--- src/verilog/sms_pkg.sv ---
// shared types and constants for the short-message send sequencer
package sms_pkg;
  localparam int unsigned CLK_MHZ = 250;
  // retry window in milliseconds, as printed: two minutes
  localparam longint unsigned RETRY_WINDOW_MS = 120000;
  localparam int unsigned RETRIES = 3;
  // spacing between attempts spreads the retries over the window
  localparam longint unsigned RETRY_GAP_CYC =
    (RETRY_WINDOW_MS * 1000 * CLK_MHZ) / RETRIES;
  localparam int unsigned ST_DONE = 0;
  localparam int unsigned ST_BUSY = 1;
  localparam int unsigned ST_WAIT = 2;
  localparam int unsigned ST_FAIL = 3;
  localparam int unsigned ST_PERR = 4;
  localparam logic [15:0] STATUS_ZERO = 16'h0000;
  localparam logic [1:0] DEST_MOBILE = 2'h0;
  localparam logic [1:0] DEST_GATEWAY = 2'h1;

  typedef enum logic [2:0] {
    S_IDLE = 3'b000,
    S_WAIT = 3'b001,
    S_SEND = 3'b010,
    S_GAP = 3'b011,
    S_HOLD = 3'b100,
    S_SCAN = 3'b101
  } seq_state_t;

  // one attempt towards the modem
  typedef struct packed {
    logic valid;
    logic [1:0] inst;
    logic use_gateway;
  } modem_req_t;

  typedef struct packed {
    logic valid;
    logic ok;
  } modem_res_t;
endpackage : sms_pkg

--- src/verilog/sms_send_request_sequencer.sv ---
// per-instance send sequencer sharing one modem attempt port
`timescale 1ns/1ns
module sms_send_request_sequencer #(
  parameter int N = 4,
  parameter int IW = 2,
  parameter longint unsigned RETRY_GAP = sms_pkg::RETRY_GAP_CYC,
  parameter int unsigned SCAN_CYC = 1
) (
  input wire logic mclk_i,
  input wire logic resetn_i,
  input wire logic [N-1:0] request_i,
  input wire logic [N-1:0] dest_is_email_i,
  input wire logic [N-1:0] param_ok_i,
  input wire logic mobile_centre_set_i,
  input wire logic gateway_centre_set_i,
  input wire logic modem_ready_i,
  input wire logic remote_access_i,
  input wire logic modem_res_valid_i,
  input wire logic modem_res_ok_i,
  output logic modem_req_valid_o,
  output logic [IW-1:0] modem_req_inst_o,
  output logic modem_req_gateway_o,
  output logic [N-1:0] done_o,
  output logic [N*16-1:0] status_o
);
  localparam int GW = 40;
  localparam logic [GW-1:0] GAP = GW'(RETRY_GAP);
  localparam logic [1:0] MAX_TRY = 2'(sms_pkg::RETRIES);

  logic rs1_r, rst_n;
  always_ff @(posedge mclk_i or negedge resetn_i) begin
    if (!resetn_i) begin
      rs1_r <= 1'b0;
      rst_n <= 1'b0;
    end else begin
      rs1_r <= 1'b1;
      rst_n <= rs1_r;
    end
  end

  // external levels come in over four flops
  logic [N+1:0] ext_s;
  sms_sync #(.W(N + 2)) u_sync (
    .mclk_i(mclk_i),
    .rst_n_i(rst_n),
    .d_i({remote_access_i, modem_ready_i, request_i}),
    .q_o(ext_s)
  );
  logic [N-1:0] req;
  logic ready_s, remote_s;
  assign req = ext_s[N-1:0];
  assign ready_s = ext_s[N];
  assign remote_s = ext_s[N+1];

  sms_pkg::seq_state_t st_r [N];
  sms_pkg::seq_state_t st_nxt [N];
  logic [N-1:0] req_d_r, dropped_r, done_r, failed_r, perr_r;
  logic [N-1:0] dropped_nxt, done_nxt, failed_nxt, perr_nxt, push;
  logic [15:0] stat_r [N];
  logic [15:0] stat_nxt [N];
  // scan counter: output lingers SCAN_CYC cycles after a drop
  localparam int SCW = 16;
  localparam logic [SCW-1:0] SCAN_LAST = SCW'(SCAN_CYC - 1);
  logic [SCW-1:0] scan_r [N];
  logic [SCW-1:0] scan_nxt [N];

  // shared modem channel state
  logic act_r, act_nxt;
  logic [IW-1:0] owner_r, owner_nxt;
  logic [1:0] tries_r, tries_nxt;
  logic [GW-1:0] gap_r, gap_nxt;
  logic inflight_r, inflight_nxt;
  logic mreq_r, mreq_nxt, mgw_r, mgw_nxt;
  logic pop;
  logic head_v;
  logic [IW-1:0] head;
  logic fin_ok, fin_fail;

  sms_fifo_arb #(.N(N), .IW(IW)) u_arb (
    .mclk_i(mclk_i),
    .rst_n_i(rst_n),
    .push_i(push),
    .pop_i(pop),
    .head_valid_o(head_v),
    .head_o(head)
  );

  function automatic logic pick_gateway(input logic email,
      input logic mob_set, input logic gw_set);
    pick_gateway = email ? gw_set : !mob_set;
  endfunction : pick_gateway

  always_comb begin
    act_nxt = act_r;
    owner_nxt = owner_r;
    tries_nxt = tries_r;
    gap_nxt = gap_r;
    inflight_nxt = inflight_r;
    mreq_nxt = 1'b0;
    mgw_nxt = mgw_r;
    pop = 1'b0;
    fin_ok = 1'b0;
    fin_fail = 1'b0;
    if (!act_r) begin
      if (head_v && ready_s && !remote_s) begin
        act_nxt = 1'b1;
        owner_nxt = head;
        tries_nxt = '0;
        gap_nxt = '0;
        pop = 1'b1;
      end
    end else if (inflight_r) begin
      if (modem_res_valid_i) begin
        inflight_nxt = 1'b0;
        if (modem_res_ok_i) begin
          fin_ok = 1'b1;
          act_nxt = 1'b0;
        end else if (tries_r == MAX_TRY) begin
          fin_fail = 1'b1;
          act_nxt = 1'b0;
        end else begin
          tries_nxt = tries_r + 2'd1;
          gap_nxt = GAP;
        end
      end
    end else if (gap_r != '0) begin
      gap_nxt = gap_r - GW'(1);
    end else if (!remote_s) begin
      mreq_nxt = 1'b1;
      inflight_nxt = 1'b1;
      mgw_nxt = pick_gateway(dest_is_email_i[owner_r],
        mobile_centre_set_i, gateway_centre_set_i);
    end
  end

  always_ff @(posedge mclk_i or negedge rst_n) begin
    if (!rst_n) begin
      act_r <= 1'b0;
      owner_r <= '0;
      tries_r <= '0;
      gap_r <= '0;
      inflight_r <= 1'b0;
      mreq_r <= 1'b0;
      mgw_r <= 1'b0;
    end else begin
      act_r <= act_nxt;
      owner_r <= owner_nxt;
      tries_r <= tries_nxt;
      gap_r <= gap_nxt;
      inflight_r <= inflight_nxt;
      mreq_r <= mreq_nxt;
      mgw_r <= mgw_nxt;
    end
  end

  generate
    for (genvar i = 0; i < N; i++) begin : g_inst
      logic mine;
      logic [15:0] sv;
      assign mine = act_r && (owner_r == IW'(i));
      always_comb begin
        st_nxt[i] = st_r[i];
        dropped_nxt[i] = dropped_r[i];
        done_nxt[i] = done_r[i];
        failed_nxt[i] = failed_r[i];
        perr_nxt[i] = perr_r[i];
        push[i] = 1'b0;
        scan_nxt[i] = scan_r[i];
        unique case (st_r[i])
          sms_pkg::S_IDLE: begin
            if (req[i] && !req_d_r[i]) begin
              dropped_nxt[i] = 1'b0;
              failed_nxt[i] = 1'b0;
              if (!param_ok_i[i]) begin
                perr_nxt[i] = 1'b1;
                done_nxt[i] = 1'b1;
                st_nxt[i] = sms_pkg::S_HOLD;
              end else begin
                push[i] = 1'b1;
                st_nxt[i] = sms_pkg::S_WAIT;
              end
            end
          end
          sms_pkg::S_WAIT: begin
            if (mine) st_nxt[i] = sms_pkg::S_SEND;
          end
          sms_pkg::S_SEND: begin
            if (fin_ok || fin_fail) begin
              done_nxt[i] = 1'b1;
              failed_nxt[i] = fin_fail;
              st_nxt[i] = sms_pkg::S_HOLD;
            end
          end
          sms_pkg::S_HOLD: begin
            if (dropped_r[i] || !req[i]) begin
              st_nxt[i] = sms_pkg::S_SCAN;
              scan_nxt[i] = SCAN_LAST;
            end
          end
          sms_pkg::S_SCAN: begin
            // output stays on for the whole scan
            if (scan_r[i] != '0) begin
              scan_nxt[i] = scan_r[i] - SCW'(1);
            end else begin
              done_nxt[i] = 1'b0;
              perr_nxt[i] = 1'b0;
              failed_nxt[i] = 1'b0;
              st_nxt[i] = sms_pkg::S_IDLE;
            end
          end
          default: st_nxt[i] = sms_pkg::S_IDLE;
        endcase
        if (st_r[i] != sms_pkg::S_IDLE && !req[i]) dropped_nxt[i] = 1'b1;
        if (st_r[i] == sms_pkg::S_SCAN) dropped_nxt[i] = 1'b0;
        sv = sms_pkg::STATUS_ZERO;
        sv[sms_pkg::ST_DONE] = done_nxt[i] && !failed_nxt[i]
          && !perr_nxt[i];
        sv[sms_pkg::ST_BUSY] = (st_nxt[i] == sms_pkg::S_SEND);
        sv[sms_pkg::ST_WAIT] = (st_nxt[i] == sms_pkg::S_WAIT);
        sv[sms_pkg::ST_FAIL] = failed_nxt[i];
        sv[sms_pkg::ST_PERR] = perr_nxt[i];
        stat_nxt[i] = done_nxt[i] || st_nxt[i] == sms_pkg::S_WAIT
          || st_nxt[i] == sms_pkg::S_SEND ? sv : sms_pkg::STATUS_ZERO;
      end

      always_ff @(posedge mclk_i or negedge rst_n) begin
        if (!rst_n) begin
          st_r[i] <= sms_pkg::S_IDLE;
          req_d_r[i] <= 1'b0;
          dropped_r[i] <= 1'b0;
          done_r[i] <= 1'b0;
          failed_r[i] <= 1'b0;
          perr_r[i] <= 1'b0;
          stat_r[i] <= sms_pkg::STATUS_ZERO;
          scan_r[i] <= '0;
        end else begin
          st_r[i] <= st_nxt[i];
          req_d_r[i] <= req[i];
          dropped_r[i] <= dropped_nxt[i];
          done_r[i] <= done_nxt[i];
          failed_r[i] <= failed_nxt[i];
          perr_r[i] <= perr_nxt[i];
          stat_r[i] <= stat_nxt[i];
          scan_r[i] <= scan_nxt[i];
        end
      end
      assign status_o[i*16 +: 16] = stat_r[i];

    end
  endgenerate

  assign done_o = done_r;
  assign modem_req_valid_o = mreq_r;
  assign modem_req_inst_o = owner_r;
  assign modem_req_gateway_o = mgw_r;
endmodule : sms_send_request_sequencer

--- src/verilog/sms_fifo_arb.sv ---
// first-come queue of pending instance indices
`timescale 1ns/1ns
module sms_fifo_arb #(
  parameter int N = 4,
  parameter int IW = 2
) (
  input wire logic mclk_i,
  input wire logic rst_n_i,
  input wire logic [N-1:0] push_i,
  input wire logic pop_i,
  output logic head_valid_o,
  output logic [IW-1:0] head_o
);
  logic [IW-1:0] q_r [N];
  logic [IW-1:0] q_nxt [N];
  logic [IW:0] cnt_r;
  logic [IW:0] cnt_nxt;

  always_comb begin
    int c;
    c = int'(cnt_r);
    q_nxt = q_r;
    if (pop_i && c > 0) begin
      for (int k = 0; k < N - 1; k++) begin
        q_nxt[k] = q_r[k + 1];
      end
      c = c - 1;
    end
    for (int k = 0; k < N; k++) begin
      if (push_i[k] && c < N) begin
        q_nxt[c] = IW'(k);
        c = c + 1;
      end
    end
    cnt_nxt = (IW + 1)'(c);
  end

  always_ff @(posedge mclk_i or negedge rst_n_i) begin
    if (!rst_n_i) begin
      cnt_r <= '0;
      for (int k = 0; k < N; k++) begin
        q_r[k] <= '0;
      end
    end else begin
      cnt_r <= cnt_nxt;
      q_r <= q_nxt;
    end
  end

  assign head_valid_o = (cnt_r != '0);
  assign head_o = q_r[0];
endmodule : sms_fifo_arb

--- src/verilog/sms_sync.sv ---
// four-flop input synchroniser with agreement check
`timescale 1ns/1ns
module sms_sync #(
  parameter int W = 1
) (
  input wire logic mclk_i,
  input wire logic rst_n_i,
  input wire logic [W-1:0] d_i,
  output logic [W-1:0] q_o
);
  logic [W-1:0] s1_r, s2_r, s3_r, q_r;
  logic [W-1:0] q_nxt;

  always_comb begin
    for (int k = 0; k < W; k++) begin
      q_nxt[k] = (s2_r[k] == s3_r[k]) ? s2_r[k] : q_r[k];
    end
  end

  always_ff @(posedge mclk_i or negedge rst_n_i) begin
    if (!rst_n_i) begin
      s1_r <= '0;
      s2_r <= '0;
      s3_r <= '0;
      q_r <= '0;
    end else begin
      s1_r <= d_i;
      s2_r <= s1_r;
      s3_r <= s2_r;
      q_r <= q_nxt;
    end
  end

  assign q_o = q_r;
endmodule : sms_sync

--- config.mk ---
export PLATFORM = sky130hd
export DESIGN_NAME = sms_send_request_sequencer
export DESIGN_NICKNAME = d
export VERILOG_FILES = /design/src/verilog/sms_pkg.sv /design/src/verilog/sms_send_request_sequencer.sv /design/src/verilog/sms_fifo_arb.sv /design/src/verilog/sms_sync.sv
export SDC_FILE = /design/constraint.sdc
export NUM_CORES = 1
export LEC_CHECK = 0
export BUFFER_PORTS_ARGS = -buffer_cell sky130_fd_sc_hd__buf_2
export CAP_MARGIN = 20
export CORE_ASPECT_RATIO = 0.9
export CORE_MARGIN = 5
export CORE_UTILIZATION = 25
export CTS_BUF_LIST = sky130_fd_sc_hd__clkbuf_16
export CTS_CLUSTER_SIZE = 30
export DETAILED_ROUTE_END_ITERATION = 16
export PLACE_DENSITY = 0.45
export SYNTH_ARGS = -nofsm -noshare
export SYNTH_HDL_FRONTEND = slang
export SYNTH_SLANG_ARGS = --single-unit
--- constraint.sdc ---
create_clock -name mclk_i -period 10.31 [get_ports mclk_i]
set_input_delay 2.5775 -clock mclk_i [delete_from_list [all_inputs] [get_ports mclk_i]]
set_output_delay 2.5775 -clock mclk_i [all_outputs]
set_load 0.1 [all_outputs]
# Word-level counts from Yosys, hierarchy flattened
# Index checks and enable logic that the tools add are counted.
# totals
reg_bits	201
in_bits	20
elab_cells	429
# op_classes
addsub	11
magnitude_cmp	14
eq_ne	50
mux	180
bitwise	17
n_reduce_logical	102
# ops
op	n
40-bit 2-to-1 mux	7
32-bit by 3-bit >= comparator with 1-bit output, second input constant	4
32-bit by 1-bit less-than comparator with 1-bit output, second input constant	4
32-bit by 4-bit less-than comparator with 1-bit output, second input constant	4
16-bit 2-to-1 mux	8
32-bit 2-to-1 mux	4
32-bit inverter	4
16-bit one-hot mux with 2 select lines	4
32-bit by 2-bit adder with 32-bit output, second input constant	3
1-bit 2-to-1 mux	92
3-bit 2-to-1 mux	25
16-bit nonzero test	4
16-bit by 1-bit subtractor with 16-bit output, second input constant	4
3-bit one-hot mux with 5 select lines	4
40-bit nonzero test	1
40-bit by 1-bit subtractor with 40-bit output, second input constant	1
3-bit nonzero test	13
8-bit 2-to-1 mux	4
1-bit logical AND	31
3-bit by 1-bit equality test with 1-bit output, second input constant	8
3-bit by 2-bit equality test with 1-bit output, second input constant	8
3-bit equality test, second input constant	8
1-bit one-hot mux with 3 select lines	8
2-bit inequality test, second input constant	11
33 further kinds	110

# Longest topological paths before layout
# depth
ltp_word	23
ltp_mapped	25
ltp_nobuf	24

# Cells and area by module
# Synthesis repeated with hierarchy kept, for this count alone.
# hier_totals
cells_unflattened	1291
hier_area_um2	11863.9
# modules_own_cells
mod	instances	cells_per_inst	area_each_um2	seq_area_each_um2
sms_send_request_sequencer	1	897	8590.7	4154.0
sms_fifo_arb	1	364	2605.0	275.3
sms_sync	1	30	668.1	600.6

# Worst setup path after synthesis
# No wires, ideal clock.
# synth_path
path_kind	input-to-reg
startpoint	input port param_ok_i[0]
endpoint	register u_arb.cnt_r[2]
setup_ns	0.139
arrival_time_ns	6.320
setup_slack_ns	3.850
path_stages	20
path_cell_list	nor3b_2 > nand2_2 > buf_2 > a21oi_1 > nand2_1 > o21ai_0 > ha_1 > clkbuf_1 > and4b_1 > a21oi_1 > or2_1 > or3_1 > a31oi_1 > or2_1 > buf_2 > mux2i_1 > inv_1 > ha_1 > nand3_1 > o22ai_1
# synth_between
elab_chain_len	14
elab_cells_between_ends	17
classes_between	3 x add/sub; 3 x order compare; 7 x mux; 4 x reduce/logical
# synth_lines
element	line	text
start: declaration	sms_send_request_sequencer.sv:13	input wire logic [N-1:0] param_ok_i,
1-bit 2-to-1 mux *	sms_send_request_sequencer.sv:174	if (!param_ok_i[i]) begin
1-bit 2-to-1 mux *	sms_send_request_sequencer.sv:171	if (req[i] && !req_d_r[i]) begin
1-bit 2-to-1 mux *	sms_send_request_sequencer.sv:169	unique case (st_r[i])
1-bit logical AND *	sms_fifo_arb.sv:30	if (push_i[k] && c < N) begin
32-bit 2-to-1 mux *	sms_fifo_arb.sv:30	
32-bit by 4-bit less-than comparator with 1-bit output	sms_fifo_arb.sv:30	
1-bit logical AND	sms_fifo_arb.sv:30	
32-bit 2-to-1 mux *	sms_fifo_arb.sv:30	
32-bit by 4-bit less-than comparator with 1-bit output	sms_fifo_arb.sv:30	
1-bit logical AND	sms_fifo_arb.sv:30	
32-bit 2-to-1 mux *	sms_fifo_arb.sv:30	
32-bit by 4-bit less-than comparator with 1-bit output	sms_fifo_arb.sv:30	
1-bit logical AND	sms_fifo_arb.sv:30	
3-bit 2-to-1 mux *	sms_fifo_arb.sv:30	
via u_arb.cnt_nxt[2]	sms_fifo_arb.sv:17	logic [IW:0] cnt_nxt;
end signal: assignment	sms_fifo_arb.sv:45	cnt_r <= cnt_nxt;
end: declaration	sms_fifo_arb.sv:16	logic [IW:0] cnt_r;
# The timed path passes the listed nets; every way through them passes the cells marked *.
# A chain may end at the register's enable or synchronous reset.

==> flow_summary.yaml <==
status:
  outcome: "complete, no violations"
global_route:
  antenna_found_initial: 0
  grt_max_degree: 75
  grtUsageTotal: 0.112
  grt_pass1_wl_um: 47500
  grt_pass1_vias: 8862
  grt_overflow: 0
pwr:
  p_leak_nw: 5.76
  ir_worst_vdd_v: 0.000180
  power_density_mw_per_mm2: 230
route:
  wire_per_inst_um: 15.0
  drtIter0Drc: 587
  avgViaCountPerCell: 4.68
  drc: 0
  antenna_left: 0
  first_pass_iters: 6
  dr_total_vias: 9016
  drt-total-wl_um: 28900
critical_path:
  worstPathCellList: "inv_1 > ha_1 > nand2b_1 > nand3_2 > o21ai_0 > ha_1 > nand3_1 > ha_1 > nor3_1 > nand3_1 > a211oi_1 > o32ai_2 > a221oi_4 > xnor2_1 > ha_1 > nand2_1 > a2111oi_0 > a31oi_1 > nor4_1 > o2bb2a_1 > nand3_1 > o22ai_1"
  cp_top_family: "compound AO/OA/AOI/OAI gates"
  crit_top_cell: "ha_1"
  cpPeakStageDelay_ns: 0.59
  start_kind: "flip-flop"
  path_max_fanout: 24
  path_buf_inv: 1
  cp_slowest_cell: "a2111oi_0"
  crit_path_end_kind: "flip-flop"
  critPathArrivalTime_ns: 7.31
  worstPathRequired_ns: 10.78
  critPathKind: "reg2reg"
clock_tree:
  postCtsHoldBufs: 0
  cts_setup_buffers: 0
  cts_tree: "yes"
  clockBufferDepth: 3
  path_clk_slew_ns: 0.06
  clock-sinks: 201
  ctsResizeCount: 0
  htreeDepth: 1
  cts_root_buf: "clkbuf_16"
  clk_latency_ns: 0.55
  numCtsBuffers: 25
timing:
  hold_viol_final: 0
  finalSetupTns_ns: 0
  timing.fmax_ghz: 0.146
  clock_skew_ns: 0.0200
  period_share: 0.664
  tightest_slew_ns: 0.939
  grt_setup_unrepaired: "no"
  setup_viol: 0
  fin_crit_ns: 6.85
  drv_slew: 0
  slew_headroom: 0.374
floorplanning:
  ios: 92
  start_util: 0.252
  die_y_um: 213
  design.core.area_mm2: 0.0453
  std_cell_rows: 74
  chipWidth_um: 235
  dieArea_mm2: 0.0501
layout:
  nNetsFinal: 1351
  final_util: 0.289
  fill_cells: 4797
  drive_gt1_frac: 0.115
  finalNonFillerCells: 1927
  n_antenna_cell: 0
  syn2layout_area_growth_pct: 14.4
place:
  place.gp.congestion: 0.882
  io_buffer_count: 47
  place_inst: 1881
  dpl.hpwl_um: 20700
synthesis:
  ys_types: 99
  postSynthCellCount: 1252
  yosysTopAreaCell: "dfrtp_1"
  syn_avg_cell_area_um2: 9.13
  ys_seq_elements: 201
  synth_common_cells: "201 x dfrtp_1, 166 x nor2_1, 116 x nand2_1"
  synth_seq_area_share: 0.440
  netlist_area_mm2: 0.0114
  synthArstFlopShare: 1.00
  synth_edf_count: 0
  yosysWarnings: 0
  synth_most_common_cell: "dfrtp_1"
  synth_area_leaders: "dfrtp_1 44%, nor2_1 5.5%, nand2_1 3.8%, ha_1 3.3%, xnor2_1 3.1%"
  synth_flop_cell: "dfrtp_1"
  synth_top_area_frac: 0.440
hold_path:
  min_path_type: "reg2async"
job:
  drv_cap: 0
-- metrics by stage --
step	instance area (µm²)	power, mW	setup slack, ns	hold WS [ns]
detailed placement	12200	2.10	3.16	0.335
CTS	13100	3.05	3.53	0.348
finish	13100	3.01	3.46	0.243
global placement	12200	2.09	3.33	0.333
global route	13100	3.22	2.85	0.290
floorplan	11600	1.89	3.85	0.331
-- layout by cell type, fill, tap and decap left out, types with 15 or more instances in the layout --
cell type    n
a21oi_1     62
a31oi_1     16
buf_2       47
clkbuf_16   25
conb_1      45
dfrtp_1    200
ha_1        30
inv_1       46
nand2_1    116
nand2b_1    15
nand3_1     39
nor2_1     166
nor2b_1     22
nor3_1      47
nor4_1      28
o21ai_0     68
or3_1       31
xnor2_1     40
xor2_1      25
-- per-layer routing --
metal	up-vias	wire length (µm)	part of all wire	global-route usage
met5	-	0	0	0
met4	0	721	0.025	0.0342
met3	44	1200	0.042	0.0155
met2	178	12400	0.43	0.173
met1	4350	14600	0.50	0.165
li1	4444	-	-	-
-- layout make-up --
cell class	instances	area [µm²]	share of cell area
multi-input cells	972	5920	0.453
flip-flops and latches	201	5030	0.385
well taps	608	761	0.0582
clock buffers	25	626	0.0478
repair buffers	59	345	0.0264
clock inverters	20	238	0.0182
inverters	42	158	0.0121
-- report_power, final --
group | internal [mW] | leakage, nW | switching (mW)
logic | 0.316 | 2.81 | 0.702
registers | 0.926 | 2.51 | 0.143
clock network | 0.569 | 0.439 | 0.358
-- state kept, by name, summed over array words and instances, names as in the netlist, 2 cells and up --
signal,count
failed_r,4
status_o,20
u_arb.head_o,2
perr_r,4
tries_r,2
gap_r,40
u_sync.s2_r,6
modem_req_inst_o,2
u_sync.q_o,6
u_sync.s3_r,6
u_arb.q_r,6
st_r,12
u_arb.cnt_r,3
scan_r,64
req_d_r,4
u_sync.s1_r,6
done_o,4
dropped_r,4
-- path summary, 6_finish.rpt --
kind	endpoint	cells past startpoint	start	slack (ns)
min	done_o[1]	0	rst_n	0.24
max reg2reg	u_arb.head_o[0]	22	u_arb.cnt_r[0]	3.46
max in group asynchronous	rst_n	1	resetn_i	8.40
min in group mclk_i	u_sync.s2_r[2]	0	u_sync.s1_r[2]	0.35
min reg2reg	done_o[1]	0	rst_n	0.24
max	u_arb.head_o[0]	22	u_arb.cnt_r[0]	3.46
-- kinds of logic after synthesis --
kind of cell,synth area share
simple gates,0.244
compound gates,0.155
flops,0.440
buf+inv,0.0565
xor+xnor,0.0498
fa+ha+maj,0.0381
mux,0.0153
other cells,0.000657
-- worst register-to-register path, cell delays in order (launching register included) --
cell and delay [ns]:
dfrtp_1 0.50, inv_1 0.14, ha_1 0.24, nand2b_1 0.18, nand3_2 0.52, o21ai_0 0.57
ha_1 0.25, nand3_1 0.09, ha_1 0.30, nor3_1 0.40, nand3_1 0.16, a211oi_1 0.49
o32ai_2 0.21, a221oi_4 0.44, xnor2_1 0.25, ha_1 0.30, nand2_1 0.09, a2111oi_0 0.59
a31oi_1 0.10, nor4_1 0.18, o2bb2a_1 0.22, nand3_1 0.27, o22ai_1 0.27
No activity file was read; power rests on OpenSTA's default activity.
